==> config.mk <==
export PLATFORM = sky130hd
export DESIGN_NAME = ecg_top
export DESIGN_NICKNAME = d
export VERILOG_FILES = /design/src/ecg_pkg.sv /design/src/ecg_pwm_if.sv /design/src/ecg_counter.sv /design/src/ecg_pwm.sv /design/src/ecg_top.sv
export SDC_FILE = /design/constraint.sdc
export NUM_CORES = 1
export LEC_CHECK = 0
export ABC_AREA = 0
export BUFFER_PORTS_ARGS = -buffer_cell sky130_fd_sc_hd__buf_2
export CAP_MARGIN = 25
export CORE_UTILIZATION = 60
export CTS_BUF_LIST = sky130_fd_sc_hd__clkbuf_16
export DETAILED_ROUTE_END_ITERATION = 8
export GPL_ROUTABILITY_DRIVEN = 0
export PLACE_DENSITY = 0.86
export RECOVER_POWER = 100
export SLEW_MARGIN = 20
export SYNTH_ARGS = -nofsm -noshare
export SYNTH_HDL_FRONTEND = slang
export SYNTH_SLANG_ARGS = --single-unit
==> constraint.sdc <==
create_clock -name clk -period 2.3 [get_ports clk]
set_input_delay 0.46 -clock clk [delete_from_list [all_inputs] [get_ports clk]]
set_output_delay 0.46 -clock clk [all_outputs]
set_load 0.02 [all_outputs]
==> src/ecg_pkg.sv <==
/*
  ecg_pkg: constants for the event counter gate control block.
  assumes a single 10 MHz clock and a plain strobe register port.
*/
package ecg_pkg;
  // register byte offsets (one byte wide register port)
  localparam logic [3:0] ADDR_EDGE_SEL   = 4'h0;  // edge_select_reg
  localparam logic [3:0] ADDR_CTRL_STAT  = 4'h1;  // counter_ctrl_status
  localparam logic [3:0] ADDR_CMP_UPPER  = 4'h2;  // pwm_compare_upper
  localparam logic [3:0] ADDR_CMP_LOWER  = 4'h3;  // pwm_compare_lower
  localparam logic [3:0] ADDR_DAT_UPPER  = 4'h4;  // pwm_data_upper
  localparam logic [3:0] ADDR_DAT_LOWER  = 4'h5;  // pwm_data_lower
  localparam logic [3:0] ADDR_IRQ_FLAG   = 4'h6;  // irq_flag_reg_one
  localparam logic [3:0] ADDR_IRQ_ENABLE = 4'h7;  // irq_enable_reg_one
  localparam logic [3:0] ADDR_CNT_HIGH   = 4'h8;  // event_count_high
  localparam logic [3:0] ADDR_CNT_LOW    = 4'h9;  // event_count_low
  localparam logic [3:0] ADDR_MODE       = 4'hA;  // power mode select
  // edge_select_reg fields
  localparam int EDGE_SEL_LO_BIT   = 0;  // gate_edge_sel_lo
  localparam int EDGE_SEL_HI_BIT   = 1;  // gate_edge_sel_hi
  localparam int PWM_ENABLE_BIT    = 2;  // pwm_gate_enable
  localparam int PWM_CLK_SEL_LSB   = 4;  // prescale select, 3 bits
  // counter_ctrl_status fields
  localparam int CUE_LOW_BIT       = 0;  // count_up_enable_low
  localparam int CUE_HIGH_BIT      = 1;  // count_up_enable_high
  localparam int CRC_HIGH_BIT      = 2;  // clear_release_high
  localparam int MODE_8BIT_BIT     = 3;  // two 8-bit counters when set
  localparam int ASYNC_SRC_BIT     = 4;  // event source is external
  localparam int OVF_LOW_BIT       = 6;  // low overflow flag
  localparam int OVF_HIGH_BIT      = 7;  // high overflow flag
  // flag and enable registers: gate irq in bit 0
  localparam int GATE_IRQ_BIT      = 0;
  localparam logic [7:0] RESET_BYTE = 8'h00;
  // edge choices
  localparam logic [1:0] EDGE_RISE = 2'h0;
  localparam logic [1:0] EDGE_FALL = 2'h1;
  // prescaled pwm clock: phi/2 .. phi/64
  localparam logic [5:0] PRESCALE_TOP = 6'h3F;
  // interrupt vector shared by both gate sources
  localparam int          GATE_IRQ_VECTOR = 6;
  localparam logic [15:0] GATE_VEC_ADDR_HI = 16'h000C;
  localparam logic [15:0] GATE_VEC_ADDR_LO = 16'h000D;
  // power modes
  typedef enum logic [2:0] {
    ECG_ACTIVE   = 3'h0,
    ECG_SLEEP    = 3'h1,
    ECG_WATCH    = 3'h2,
    ECG_SUBACT   = 3'h3,
    ECG_SUBSLEEP = 3'h4,
    ECG_STANDBY  = 3'h5,
    ECG_MODSTBY  = 3'h6
  } ecg_mode_t;
  // pwm phase, gray order low -> high
  typedef enum logic [1:0] {
    ECG_PWM_IDLE = 2'b00,
    ECG_PWM_LOW  = 2'b01,
    ECG_PWM_HIGH = 2'b11
  } ecg_pwm_state_t;
  // edge detect decode shared by both gate sources
  function automatic logic ecg_edge_hit(input logic prev, input logic cur, input logic [1:0] sel);
    case (sel)
      EDGE_RISE: ecg_edge_hit = ~prev & cur;
      EDGE_FALL: ecg_edge_hit = prev & ~cur;
      default:   ecg_edge_hit = prev ^ cur;
    endcase
  endfunction
endpackage

==> src/ecg_pwm_if.sv <==
/*
  ecg_pwm_if: settings and output of the pwm gate generator.
  assumes one clock owned by the top module.
*/
`timescale 1ns/1ps
interface ecg_pwm_if;
  logic        enable;    // pwm_gate_enable
  logic        tick;      // prescaled clock period T
  logic [15:0] compare;   // compare value
  logic [15:0] data;      // data value
  logic        out;       // pwm_gate_output
  modport gen (input enable, tick, compare, data, output out);
  modport ctl (output enable, tick, compare, data, input out);
endinterface

==> src/ecg_counter.sv <==
/*
  ecg_counter: pair of 8-bit event counters, chained for 16-bit mode.
  assumes count pulses are one clock wide and already gated.
*/
`timescale 1ns/1ps
module ecg_counter (
  input  wire logic       clk,
  input  wire logic       reset_n,
  input  wire logic       inc_low,   // gated pulse, low counter
  input  wire logic       inc_high,  // gated pulse, high counter
  input  wire logic       mode_8bit, // separate counters
  input  wire logic       cue_high,  // count_up_enable_high
  input  wire logic       cue_low,   // count_up_enable_low
  input  wire logic       crc_high,  // clear_release_high
  output logic [7:0]      cnt_high,  // event_count_high
  output logic [7:0]      cnt_low,   // event_count_low
  output logic            wrap_high, // one-cycle wrap pulse
  output logic            wrap_low   // one-cycle wrap pulse, 8-bit mode only
);
  typedef struct packed {
    logic [7:0] hi;
    logic [7:0] lo;
    logic       wh;
    logic       wl;
  } ecg_cnt_reg_t;

  ecg_cnt_reg_t cur;
  ecg_cnt_reg_t next_cur;
  logic         step_low;
  logic         step_high;

  assign cnt_high  = cur.hi;
  assign cnt_low   = cur.lo;
  assign wrap_high = cur.wh;
  assign wrap_low  = cur.wl;

  // increment and carry
  always_comb begin
    next_cur  = cur;
    step_low  = inc_low & cue_low;
    // 16-bit: high steps on low carry, needs cue_high set first
    step_high = mode_8bit ? (inc_high & cue_high) : (step_low & (cur.lo == 8'hFF) & cue_high);
    next_cur.wl = step_low & (cur.lo == 8'hFF) & mode_8bit;
    next_cur.wh = step_high & (cur.hi == 8'hFF);
    if (step_low) begin
      next_cur.lo = cur.lo + 8'h01;
    end
    if (!crc_high) begin
      // held in reset until clear released
      next_cur.hi = 8'h00;
      next_cur.wh = 1'b0;
    end else if (step_high) begin
      next_cur.hi = cur.hi + 8'h01;
    end
    if (!cue_low && !mode_8bit) begin
      next_cur.wl = 1'b0;
    end
  end

  // counter register
  always_ff @(posedge clk or negedge reset_n) begin
    if (!reset_n) begin
      cur <= '0;
    end else begin
      cur <= next_cur;
    end
  end
endmodule

==> src/ecg_pwm.sv <==
/*
  ecg_pwm: pwm gate waveform, low for data+1 ticks then high to compare+1.
  assumes data < compare is kept by software while enabled.
*/
`timescale 1ns/1ps
module ecg_pwm (
  input wire logic clk,
  input wire logic reset_n,
  ecg_pwm_if.gen   pwm
);
  typedef struct packed {
    ecg_pkg::ecg_pwm_state_t st;  // phase
    logic [15:0]             cnt; // ticks in period
    logic                    out; // registered output
  } ecg_pwm_reg_t;

  ecg_pwm_reg_t cur;
  ecg_pwm_reg_t next_cur;

  assign pwm.out = cur.out;

  // phase walk on each prescaled tick
  always_comb begin
    next_cur = cur;
    case (cur.st)
      ecg_pkg::ECG_PWM_IDLE: begin
        next_cur.cnt = 16'h0000;
        next_cur.out = 1'b0;
        if (pwm.enable) begin
          next_cur.st = ecg_pkg::ECG_PWM_LOW;
        end
      end
      ecg_pkg::ECG_PWM_LOW: begin
        // off time is T*(data+1)
        if (pwm.tick) begin
          next_cur.cnt = cur.cnt + 16'h0001;
          if (cur.cnt == pwm.data) begin
            next_cur.st  = ecg_pkg::ECG_PWM_HIGH;
            next_cur.out = 1'b1;
          end
        end
      end
      ecg_pkg::ECG_PWM_HIGH: begin
        // period ends at T*(compare+1)
        if (pwm.tick) begin
          next_cur.cnt = cur.cnt + 16'h0001;
          if (cur.cnt == pwm.compare) begin
            next_cur.st  = ecg_pkg::ECG_PWM_LOW;
            next_cur.cnt = 16'h0000;
            next_cur.out = 1'b0;
          end
        end
      end
      default: begin
        next_cur.st = ecg_pkg::ECG_PWM_IDLE;
      end
    endcase
    // disable stops the waveform at once
    if (!pwm.enable) begin
      next_cur.st  = ecg_pkg::ECG_PWM_IDLE;
      next_cur.out = 1'b0;
    end
  end

  // state register
  always_ff @(posedge clk or negedge reset_n) begin
    if (!reset_n) begin
      cur <= '0;
    end else begin
      cur <= next_cur;
    end
  end
endmodule

==> src/ecg_top.sv <==
/*
  ecg_top: count gating, pwm gate and gate interrupt of the event counter.
  assumes synchronous inputs, one 10 MHz clock and a byte register port.
*/
// How it works
// - gate pin edge sets flag while pwm disabled; enable raises irq
// - edge bits pick rise, fall, both
// - pwm enabled: count only while pwm high
// - pwm disabled: gate pin gates counting
// - one gate acts on both counters
// - pwm gate shares vector six interrupt
// - pwm edge sets same flag, raises irq
// - pwm edge sense from same bits
// - gate cuts counting abruptly, one count slip
// - watch/standby: count, overflow flags untouched
// - low-power modes: only external events count
// - watch/standby: gating works, no pin irq
// - module standby: counters halt, pin ignored
// - synchronised pin irq may skew one cycle
`timescale 1ns/1ps
module ecg_top (
  input  wire logic       clk,
  input  wire logic       reset_n,
  input  wire logic [3:0] addr,          // register address
  input  wire logic [7:0] wdata,         // write data
  input  wire logic       wr,            // write strobe
  input  wire logic       rd,            // read strobe
  output logic      [7:0] rdata,         // read data, cycle after rd
  input  wire logic       ext_gate_input,// gate pin level
  input  wire logic       evt_low,       // event pulse, low counter
  input  wire logic       evt_high,      // event pulse, high counter
  output logic            irq,           // level interrupt
  output logic            pwm_gate_output// pwm gate waveform
);
  // all registered state of the top
  typedef struct packed {
    logic [7:0]  edge_sel;     // edge_select_reg
    logic [7:0]  ctrl;         // counter_ctrl_status, writable part
    logic [1:0]  ovf;          // high, low overflow flags
    logic [15:0] compare;      // pwm compare
    logic [15:0] data;         // pwm data
    logic        gate_flag;    // gate_irq_flag
    logic        gate_en;      // gate_irq_enable
    ecg_pkg::ecg_mode_t mode;  // power mode
    logic        pin_q;        // previous gate pin level
    logic        pwm_q;        // previous pwm level
    logic [5:0]  pre;          // prescaler
    logic [7:0]  rdata;        // read data
    logic        irq;          // interrupt output
    logic        pwm_out;      // registered pwm copy
  } ecg_top_reg_t;

  ecg_top_reg_t cur;
  ecg_top_reg_t next_cur;
  ecg_pwm_if    pwm_bus ();

  logic       gate_open;       // counting allowed
  logic       pin_irq_ok;      // pin may raise irq in this mode
  logic       run_mode;        // counters may run in this mode
  logic       ovf_upd;         // overflow flags may change
  logic [7:0] cnt_high;
  logic [7:0] cnt_low;
  logic       wrap_high;
  logic       wrap_low;
  logic       pin_hit;
  logic       pwm_hit;
  logic       low_power;
  logic       lp_deep;
  logic       tick;

  assign rdata           = cur.rdata;
  assign irq             = cur.irq;
  assign pwm_gate_output = cur.pwm_out;

  // pwm generator settings
  assign pwm_bus.enable  = cur.edge_sel[ecg_pkg::PWM_ENABLE_BIT];
  assign pwm_bus.tick    = tick;
  assign pwm_bus.compare = cur.compare;
  assign pwm_bus.data    = cur.data;

  ecg_pwm u_pwm (
    .clk     (clk),
    .reset_n (reset_n),
    .pwm     (pwm_bus.gen)
  );

  ecg_counter u_cnt (
    .clk       (clk),
    .reset_n   (reset_n),
    .inc_low   (evt_low & gate_open & run_mode),
    .inc_high  (evt_high & gate_open & run_mode),
    .mode_8bit (cur.ctrl[ecg_pkg::MODE_8BIT_BIT]),
    .cue_high  (cur.ctrl[ecg_pkg::CUE_HIGH_BIT]),
    .cue_low   (cur.ctrl[ecg_pkg::CUE_LOW_BIT]),
    .crc_high  (cur.ctrl[ecg_pkg::CRC_HIGH_BIT]),
    .cnt_high  (cnt_high),
    .cnt_low   (cnt_low),
    .wrap_high (wrap_high),
    .wrap_low  (wrap_low)
  );

  // mode and gate decode
  always_comb begin
    // prescaled tick: phi/2 << sel, capped at phi/64 for sel 5 and up
    case (cur.edge_sel[ecg_pkg::PWM_CLK_SEL_LSB +: 3])
      3'h0:    tick = cur.pre[0:0] == 1'h1;
      3'h1:    tick = cur.pre[1:0] == 2'h3;
      3'h2:    tick = cur.pre[2:0] == 3'h7;
      3'h3:    tick = cur.pre[3:0] == 4'hF;
      3'h4:    tick = cur.pre[4:0] == 5'h1F;
      default: tick = cur.pre == ecg_pkg::PRESCALE_TOP;
    endcase
    low_power = (cur.mode == ecg_pkg::ECG_WATCH) || (cur.mode == ecg_pkg::ECG_SUBACT)
             || (cur.mode == ecg_pkg::ECG_SUBSLEEP) || (cur.mode == ecg_pkg::ECG_STANDBY);
    lp_deep   = (cur.mode == ecg_pkg::ECG_WATCH) || (cur.mode == ecg_pkg::ECG_STANDBY);
    // only external events count in low power module standby halts
    run_mode   = (cur.mode != ecg_pkg::ECG_MODSTBY) && (!low_power || cur.ctrl[ecg_pkg::ASYNC_SRC_BIT]);
    ovf_upd    = !lp_deep;
    pin_irq_ok = !lp_deep && (cur.mode != ecg_pkg::ECG_MODSTBY);
    // gate selects pwm or pin, common to both counters
    // combinational gate: a pulse in the drop cycle is lost, one count slip
    gate_open = cur.edge_sel[ecg_pkg::PWM_ENABLE_BIT] ? pwm_bus.out : ext_gate_input;
    // edge sense from shared select bits
    pin_hit = ecg_pkg::ecg_edge_hit(cur.pin_q, ext_gate_input, cur.edge_sel[1:0]);
    pwm_hit = ecg_pkg::ecg_edge_hit(cur.pwm_q, pwm_bus.out, cur.edge_sel[1:0]);
  end

  // register file, flags and interrupt
  always_comb begin
    next_cur         = cur;
    next_cur.pin_q   = ext_gate_input;
    next_cur.pwm_q   = pwm_bus.out;
    next_cur.pwm_out = pwm_bus.out;
    next_cur.pre     = cur.pre + 6'h01;
    next_cur.rdata   = ecg_pkg::RESET_BYTE;
    // read data, valid one cycle after strobe
    if (rd) begin
      case (addr)
        ecg_pkg::ADDR_EDGE_SEL:   next_cur.rdata = cur.edge_sel;
        ecg_pkg::ADDR_CTRL_STAT:  next_cur.rdata = {cur.ovf, cur.ctrl[5:0]};
        ecg_pkg::ADDR_CMP_UPPER:  next_cur.rdata = cur.compare[15:8];
        ecg_pkg::ADDR_CMP_LOWER:  next_cur.rdata = cur.compare[7:0];
        ecg_pkg::ADDR_DAT_UPPER:  next_cur.rdata = cur.data[15:8];
        ecg_pkg::ADDR_DAT_LOWER:  next_cur.rdata = cur.data[7:0];
        ecg_pkg::ADDR_IRQ_FLAG:   next_cur.rdata = {7'h00, cur.gate_flag};
        ecg_pkg::ADDR_IRQ_ENABLE: next_cur.rdata = {7'h00, cur.gate_en};
        ecg_pkg::ADDR_CNT_HIGH:   next_cur.rdata = cnt_high;
        ecg_pkg::ADDR_CNT_LOW:    next_cur.rdata = cnt_low;
        ecg_pkg::ADDR_MODE:       next_cur.rdata = {5'h00, cur.mode};
        default:                  next_cur.rdata = ecg_pkg::RESET_BYTE;
      endcase
    end
    // writes; flags clear by writing one
    if (wr) begin
      case (addr)
        ecg_pkg::ADDR_EDGE_SEL:   next_cur.edge_sel = {1'b0, wdata[6:0]};
        ecg_pkg::ADDR_CTRL_STAT: begin
          next_cur.ctrl = {2'b00, wdata[5:0]};
          if (wdata[ecg_pkg::OVF_HIGH_BIT]) begin
            next_cur.ovf[1] = 1'b0;
          end
          if (wdata[ecg_pkg::OVF_LOW_BIT]) begin
            next_cur.ovf[0] = 1'b0;
          end
        end
        // halting pwm first is software's duty; writes still land
        ecg_pkg::ADDR_CMP_UPPER:  next_cur.compare[15:8] = wdata;
        ecg_pkg::ADDR_CMP_LOWER:  next_cur.compare[7:0]  = wdata;
        ecg_pkg::ADDR_DAT_UPPER:  next_cur.data[15:8]    = wdata;
        ecg_pkg::ADDR_DAT_LOWER:  next_cur.data[7:0]     = wdata;
        ecg_pkg::ADDR_IRQ_FLAG: begin
          if (wdata[ecg_pkg::GATE_IRQ_BIT]) begin
            next_cur.gate_flag = 1'b0;
          end
        end
        ecg_pkg::ADDR_IRQ_ENABLE: next_cur.gate_en = wdata[ecg_pkg::GATE_IRQ_BIT];
        ecg_pkg::ADDR_MODE: begin
          next_cur.mode = ecg_pkg::ecg_mode_t'(wdata[2:0]);
        end
        default: begin
          // unmapped: ignored
        end
      endcase
    end
    // overflow flags; set wins over clear
    if (ovf_upd && wrap_high) begin
      next_cur.ovf[1] = 1'b1;
    end
    if (ovf_upd && wrap_low) begin
      next_cur.ovf[0] = 1'b1;
    end
    // pin edge, registered one cycle: skew vs gate
    if (pin_hit && pin_irq_ok && !cur.edge_sel[ecg_pkg::PWM_ENABLE_BIT]) begin
      next_cur.gate_flag = 1'b1;
    end
    // pwm edge shares flag and vector
    if (pwm_hit && cur.edge_sel[ecg_pkg::PWM_ENABLE_BIT]) begin
      next_cur.gate_flag = 1'b1;
    end
    // level irq while flag and enable both set
    next_cur.irq = next_cur.gate_flag & next_cur.gate_en;
  end

  // single state register
  always_ff @(posedge clk or negedge reset_n) begin
    if (!reset_n) begin
      cur <= '0;
    end else begin
      cur <= next_cur;
    end
  end
endmodule

* Yosys cells after proc, flatten, opt, wreduce, memory -nomap -nowiden
Cells that the tools add are included.
** Storage, ports and cells
- Register bits after elaboration :: 106
- Bits in latches :: 0
- Memory bits (writable) :: 0
- Memory bits (read-only) :: 0
- Bits of input ports :: 19
- Output and inout bits :: 10
- Logic and storage cells :: 164
- Memories :: 0
** Operators by class
- Add/subtract/negate cells :: 4
- Multiply operators :: 0
- Div/mod/pow operators :: 0
- $lt $le $gt $ge :: 0
- Equality and inequality tests :: 39
- Shifts and indexed selects :: 0
- Mux-type cells :: 36
- Bitwise operators :: 21
- Reductions and logical operators :: 41
** Operators by type and width (number)
- case mux 8 bit (11 select lines) :: 1
- two-way mux 19 bit :: 3
- two-way mux 8 bit :: 7
- case mux 17 bit (3 select lines) :: 1
- two-way mux 39 bit :: 1
- == test 16 bit :: 2
- adder 16 x 1 -> 16 bit, second input constant :: 1
- adder 8 x 1 -> 8 bit, second input constant :: 2
- == test 4 x 3 -> 1 bit, second input constant :: 4
- == test 4 bit, second input constant :: 4
- == test 8 bit, second input constant :: 2
- bitwise AND 1 bit :: 15
- two-way mux 1 bit :: 15
- AND reduction 2 bit :: 7
- == test 3 x 2 -> 1 bit, second input constant :: 4
- == test 3 bit, second input constant :: 4
- nonzero test 2 bit :: 6
- inequality test 3 bit, second input constant :: 3
- AND reduction 3 bit :: 3
- == test 4 x 2 -> 1 bit, second input constant :: 2
- logical AND 1 bit :: 8
- adder 6 x 1 -> 6 bit, second input constant :: 1
- == test 6 bit, second input constant :: 1
- two-way mux 2 bit :: 3
- other kinds (23) :: 41

* Logic depth before layout (Yosys ltp)
- Depth after elaboration :: 14
- Gate-level depth with buffers :: 9
- Gate-level depth less buffers :: 8

* By module
From an unflattened synthesis, not the netlist that was laid out.
** Second synthesis, totals
- Cell total of the unflattened synthesis :: 554
- Area total of the unflattened synthesis :: 5881.9 µm²
** Modules (own cells, without submodules)
- ecg_top :: instances 1, cells each 314, area an instance 3588.4 µm², seq. area each 1726.7 µm²
- ecg_pwm :: instances 1, cells each 153, area an instance 1405.1 µm², seq. area each 475.5 µm²
- ecg_counter :: instances 1, cells each 87, area an instance 888.4 µm², seq. area each 450.4 µm²

* Worst setup path after synthesis
Ideal clock, no wire load.
- Path kind :: reg2reg
- Start point :: register cur[10] in the netlist's numbering
- End point :: register u_pwm.cur, in the netlist u_pwm.pwm.out
- Library setup time :: 87 ps
- Arrival :: 1898 ps
- Data required time :: 2213 ps
- Setup slack :: 315 ps
- Stages on the path, launching flop included :: 8
- Path buffers :: 0
- Period minus slack after synthesis :: 1985 ps
- Cells stage by stage :: dfrtp_1 ha_1 ha_1 mux2i_1 o32ai_4 nor3b_2 or4_4 a211oi_2
** Between the ends
- Cells in the longest elaborated chain, start to end :: 4
- Elaborated cells between the ends (all ways) :: 9
- Classes of those cells :: 7 x eq/ne; 1 x mux; 1 x reduce/logical
** RTL lines
- start, declared :: RTL line ecg_top.sv:53 : ecg_top_reg_t cur;
- start signal, assigned :: RTL line ecg_top.sv:209 : cur <= next_cur;
- == test 6 bit, or another cell as far along :: RTL line ecg_top.sv:111 : default: tick = cur.pre == ecg_pkg::PRESCALE_TOP;
- case mux 1 bit (5 select lines) (*) :: RTL line ecg_top.sv:105 : case (cur.edge_sel[ecg_pkg::PWM_CLK_SEL_LSB +: 3])
- inequality test 3 bit (no line)
- AND reduction 5 bit (no line) (*)
- end signal, assigned :: RTL line ecg_pwm.sv:70 : cur <= next_cur;
- end, declared :: RTL line ecg_pwm.sv:17 : ecg_pwm_reg_t cur;
Every way passes the cells marked *; elsewhere a longest branch is shown, timed or not.
A chain may end at the register's enable or synchronous reset.

* Worst setup path in the final report
- Start point :: register u_pwm.cur[6] in the netlist's numbering
- End point :: register u_pwm.cur[10] in the netlist's numbering
** Between the ends
- Cells in the longest elaborated chain, start to end :: 4
- Elaborated cells between the ends (all ways) :: 6
- Classes of those cells :: 1 x add/sub; 1 x eq/ne; 4 x mux
** RTL lines
- adder 16 x 1 -> 16 bit or == test 16 bit (tied branches) :: RTL line ecg_pwm.sv:36, ecg_pwm.sv:46, ecg_pwm.sv:47
- two-way mux 19 bit :: RTL line ecg_pwm.sv:47 : if (cur.cnt == pwm.compare) begin
- two-way mux 19 bit :: RTL line ecg_pwm.sv:45 : if (pwm.tick) begin
- case mux 17 bit (3 select lines) (*) :: RTL line ecg_pwm.sv:25 : case (cur.st)
Every way passes the cells marked *; elsewhere a longest branch is shown, timed or not. The select of a mux whose other input is x is not followed.

==> impl_metrics.ini <==
[setup_path]
critical_path_peak_fanout = 8
worstPathCellList = xor2_1 -> nor4_1 -> nand4_1 -> o31ai_1 -> clkbuf_2 -> nor2_1
slowest_delay_ns = 0.47
timing.reg2reg.setup_slack_ns = 0.06
worstSetupStartpointType = register
crit_type = register to register
cp.arrival_ns = 2.47
required_ns = 2.52
critPathSlowestCell = dfrtp_1
crit_path_end_kind = register

[routing]
first_iter_violations = 577
drc = 0
firstDrtPassIters = 5
via_count = 4588
vias_per_cell = 6.480
wire_per_inst_microns = 20.80
drtAntennaViolNets = 0
wirelength_mm = 14.73

[global_routing]
use_met3_pct = 4.875
grt_use_total_pct = 31.36
grt_util_met2_pct = 49.28
use_met1_pct = 43.04
grt_overflow = 0
grt_max_degree = 51
grt_pass1_wl_mm = 23.72
grt_pass1_vias = 4519
top_usage_layer = met2
antenna_found_initial = 0

[sta]
whs_ns = 0.2960
skew_ns = 0.006085
maxSlewHeadroom_pct = 17.36
max_freq_mhz = 445.6
setup_viol = 0
finalCriticalPeriod_ns = 2.244
worst_slew_pin_slew_ns = 1.240
worst_slack_ns = 0.05563
drv_slew = 0
fin_crit_sh_pct = 97.58
hold_viol = 0

[final_layout]
nFillCells = 684
final_nets = 603
drive_gt1_share_pct = 19.17
antenna_cells = 0
final_util_pct = 68.53
synthToLayoutAreaGrowth_pct = 10.62

[min_path]
hold_path_class = primary input to register

[synthesis]
syn_inst = 539
synth_area_per_cell_sq_um = 10.67
synth_area_leaders = dfrtp_1 (46%), mux2_2 (11%), xor2_1 (6.4%), nor2_1 (2.7%), mux2i_1 (2.4%)
synth_edf_count = 0
synth-main-ff-cell = dfrtp_1
syn_area_sq_mm = 0.005752
syn_nets = 568
ys_seq_area_share_pct = 46.12
ys_seq_elements = 106
yosysTopAreaCellShare_pct = 46.12
synth_top_area_cell = dfrtp_1
synth_cell_type_count = 61
synth-async-reset-ratio_pct = 100.0
ys_warn_count = 0

[place]
place_hpwl_mm = 10.41
dp_slack_ns = -0.02341
port-buffer-count = 28

[outcome]
status = complete, no violations

[power_and_ir_drop]
ir_drop_mv = 0.3689
power_frac_clock_pct = 32.3
p_sw_share_pct = 30.10
pwr-share-comb_pct = 18.8
net-switching-power_mw = 1.505
leakagePower_nw = 2.804
powerDensity_mw_per_mm2 = 786.2
p_int_mw = 3.496
p_seq_share_pct = 48.8

[cts]
cts_max_path_buffers = 2
cts_tree = built
clk_latency_ns = 0.34
cts_sinks = 106
clk_pin_slew_ns = 0.07
htreeDepth = 3
cts_buffers = 9
cts_root_buffer = clkbuf_16

[die]
die-area_sq_mm = 0.009982
rows = 35
ioPinCount = 29
core_region_area_sq_mm = 0.009284
initial_core_util_pct = 61.95
die_h_microns = 99.91
dieWidth_microns = 99.91

[job]
drv_cap = 0
-- timing repair --
item	in CTS	in global routing
buffers inserted	2	3
gates resized for setup	0	1
pin swaps	1	1
endpoints found under the setup margin	5	6
hold buffers	0	0
gates cloned	0	0
-- synth_stat cells (all sizes together), types with 11 or more instances --
cell type / n
a21oi: 12
buf: 19
dfrtp: 106
inv: 15
mux2: 54
mux2i: 14
nand2: 29
nand3: 18
nor2: 42
nor2b: 11
nor3: 11
o21ai: 15
xnor2: 16
xor2: 42
-- through the flow --
stage	power (mW)	cell area, sq um	setup TNS [ns]	std cells
floorplan	3.022	5752	0	539
global placement	3.320	6070	0	687
detailed placement	3.374	6070	-0.05283	687
CTS	5.001	6396	0	705
global route	5.187	6362	-0.01555	708
finish	5.002	6362	0	708
-- worst max-delay path: cells and delay by family, from the launching register on --
| kind | cells | cell delay, ns |
|---|---|---|
| buffers and inverters | 1 | 0.31 |
| and+or+nand+nor | 3 | 0.74 |
| xor gates and xnor gates | 1 | 0.18 |
| AOI/OAI and AO/OA | 1 | 0.42 |
| DFF | 1 | 0.47 |
-- kinds of logic (layout without fill, tap and decap cells) --
group / Yosys count / count (layout) / share of synthesized area (%)
adder cells (fa/ha/maj): 10 / 10 / 2.175
flip-flops: 106 / 106 / 46.12
AND/OR/NAND/NOR: 168 / 168 / 15.18
XOR/XNOR: 58 / 58 / 8.832
multiplexers: 68 / 68 / 13.01
buffers and inverters: 45 / 85 / 3.633
AO/OA/AOI/OAI: 84 / 84 / 11.05
-- area by class of cell --
| type | instances | area (sq um) | area share (%) |
|---|---|---|---|
| multi-input combinational | 388 | 2879 | 45.25 |
| sequential | 106 | 2653 | 41.69 |
| timing repair buffer | 53 | 297.8 | 4.680 |
| clock buffer | 9 | 225.2 | 3.540 |
| tap | 129 | 161.4 | 2.537 |
| clock inverter | 7 | 86.33 | 1.357 |
| inverter | 16 | 60.06 | 0.9440 |
-- power groups by stage --
stage / clock network (mW) / registers, mW / logic [mW]
finish: 1.62 / 2.44 / 0.942
global placement: 0 / 2.44 / 0.875
global route: 1.70 / 2.47 / 1.02
detailed placement: 0 / 2.45 / 0.922
floorplan: 0 / 2.34 / 0.677
CTS: 1.62 / 2.43 / 0.949
-- per-layer routing --
| metal | share of wire [%] | vias up |
|---|---|---|
| met1 | 40 | 2217 |
| met2 | 47 | 305 |
| met3 | 9.2 | 62 |
| met4 | 3.7 | 0 |
| met5 | 0 | - |
| li1 | - | 2004 |
-- flip-flops by register name (all words and copies together) (netlist names) --
name             flops
pwm_bus.data        16
pwm_bus.compare     16
u_cnt.wrap_low       1
u_pwm.pwm.out        1
irq                  1
pwm_gate_output      1
u_cnt.cnt_low        8
u_pwm.cur           18
u_cnt.cnt_high       8
u_cnt.wrap_high      1
rdata                8
cur                 27
-- placed cells by master, fill, tap and decap left out, types with 3 or more instances in the layout --
cell type / instances
dfrtp_1: 106
mux2_2: 52
nor2_1: 42
xor2_1: 42
nand2_1: 29
nand3_1: 18
inv_1: 17
buf_4: 17
xnor2_1: 16
o21ai_0: 14
mux2i_1: 14
buf_2: 14
clkbuf_1: 14
a21oi_1: 12
nor2b_1: 11
nor3_1: 11
nor4_1: 10
nand4_1: 10
a22oi_1: 9
ha_1: 9
clkbuf_16: 9
and3_1: 8
o211ai_1: 7
a22o_1: 5
o2111ai_1: 5
clkbuf_2: 5
nand2b_1: 4
a31oi_1: 4
nand3b_1: 4
and2_1: 3
or4_1: 3
o21a_1: 3
o31ai_1: 3
or3_1: 3
clkbuf_4: 3
-- path summary, 6_finish.rpt --
| check | startpoint | end | cells after the start |
|---|---|---|---|
| max | u_pwm.cur[6]$_DFFE_PN0P_ | u_pwm.cur[10]$_DFFE_PN0P_ | 6 |
| min | ext_gate_input | cur[17]$_DFF_PN0_ | 1 |
| max reg2reg | u_pwm.cur[6]$_DFFE_PN0P_ | u_pwm.cur[10]$_DFFE_PN0P_ | 6 |
| min reg2reg | u_pwm.pwm.out$_DFFE_PN0P_ | pwm_gate_output$_DFF_PN0_ | 0 |
| max in group asynchronous | reset_n | pwm_bus.compare[10]$_DFFE_PN0P_ | 2 |
| min in group asynchronous | reset_n | rdata[7]$_DFF_PN0_ | 1 |
Power figures use the tool's default switching activity.
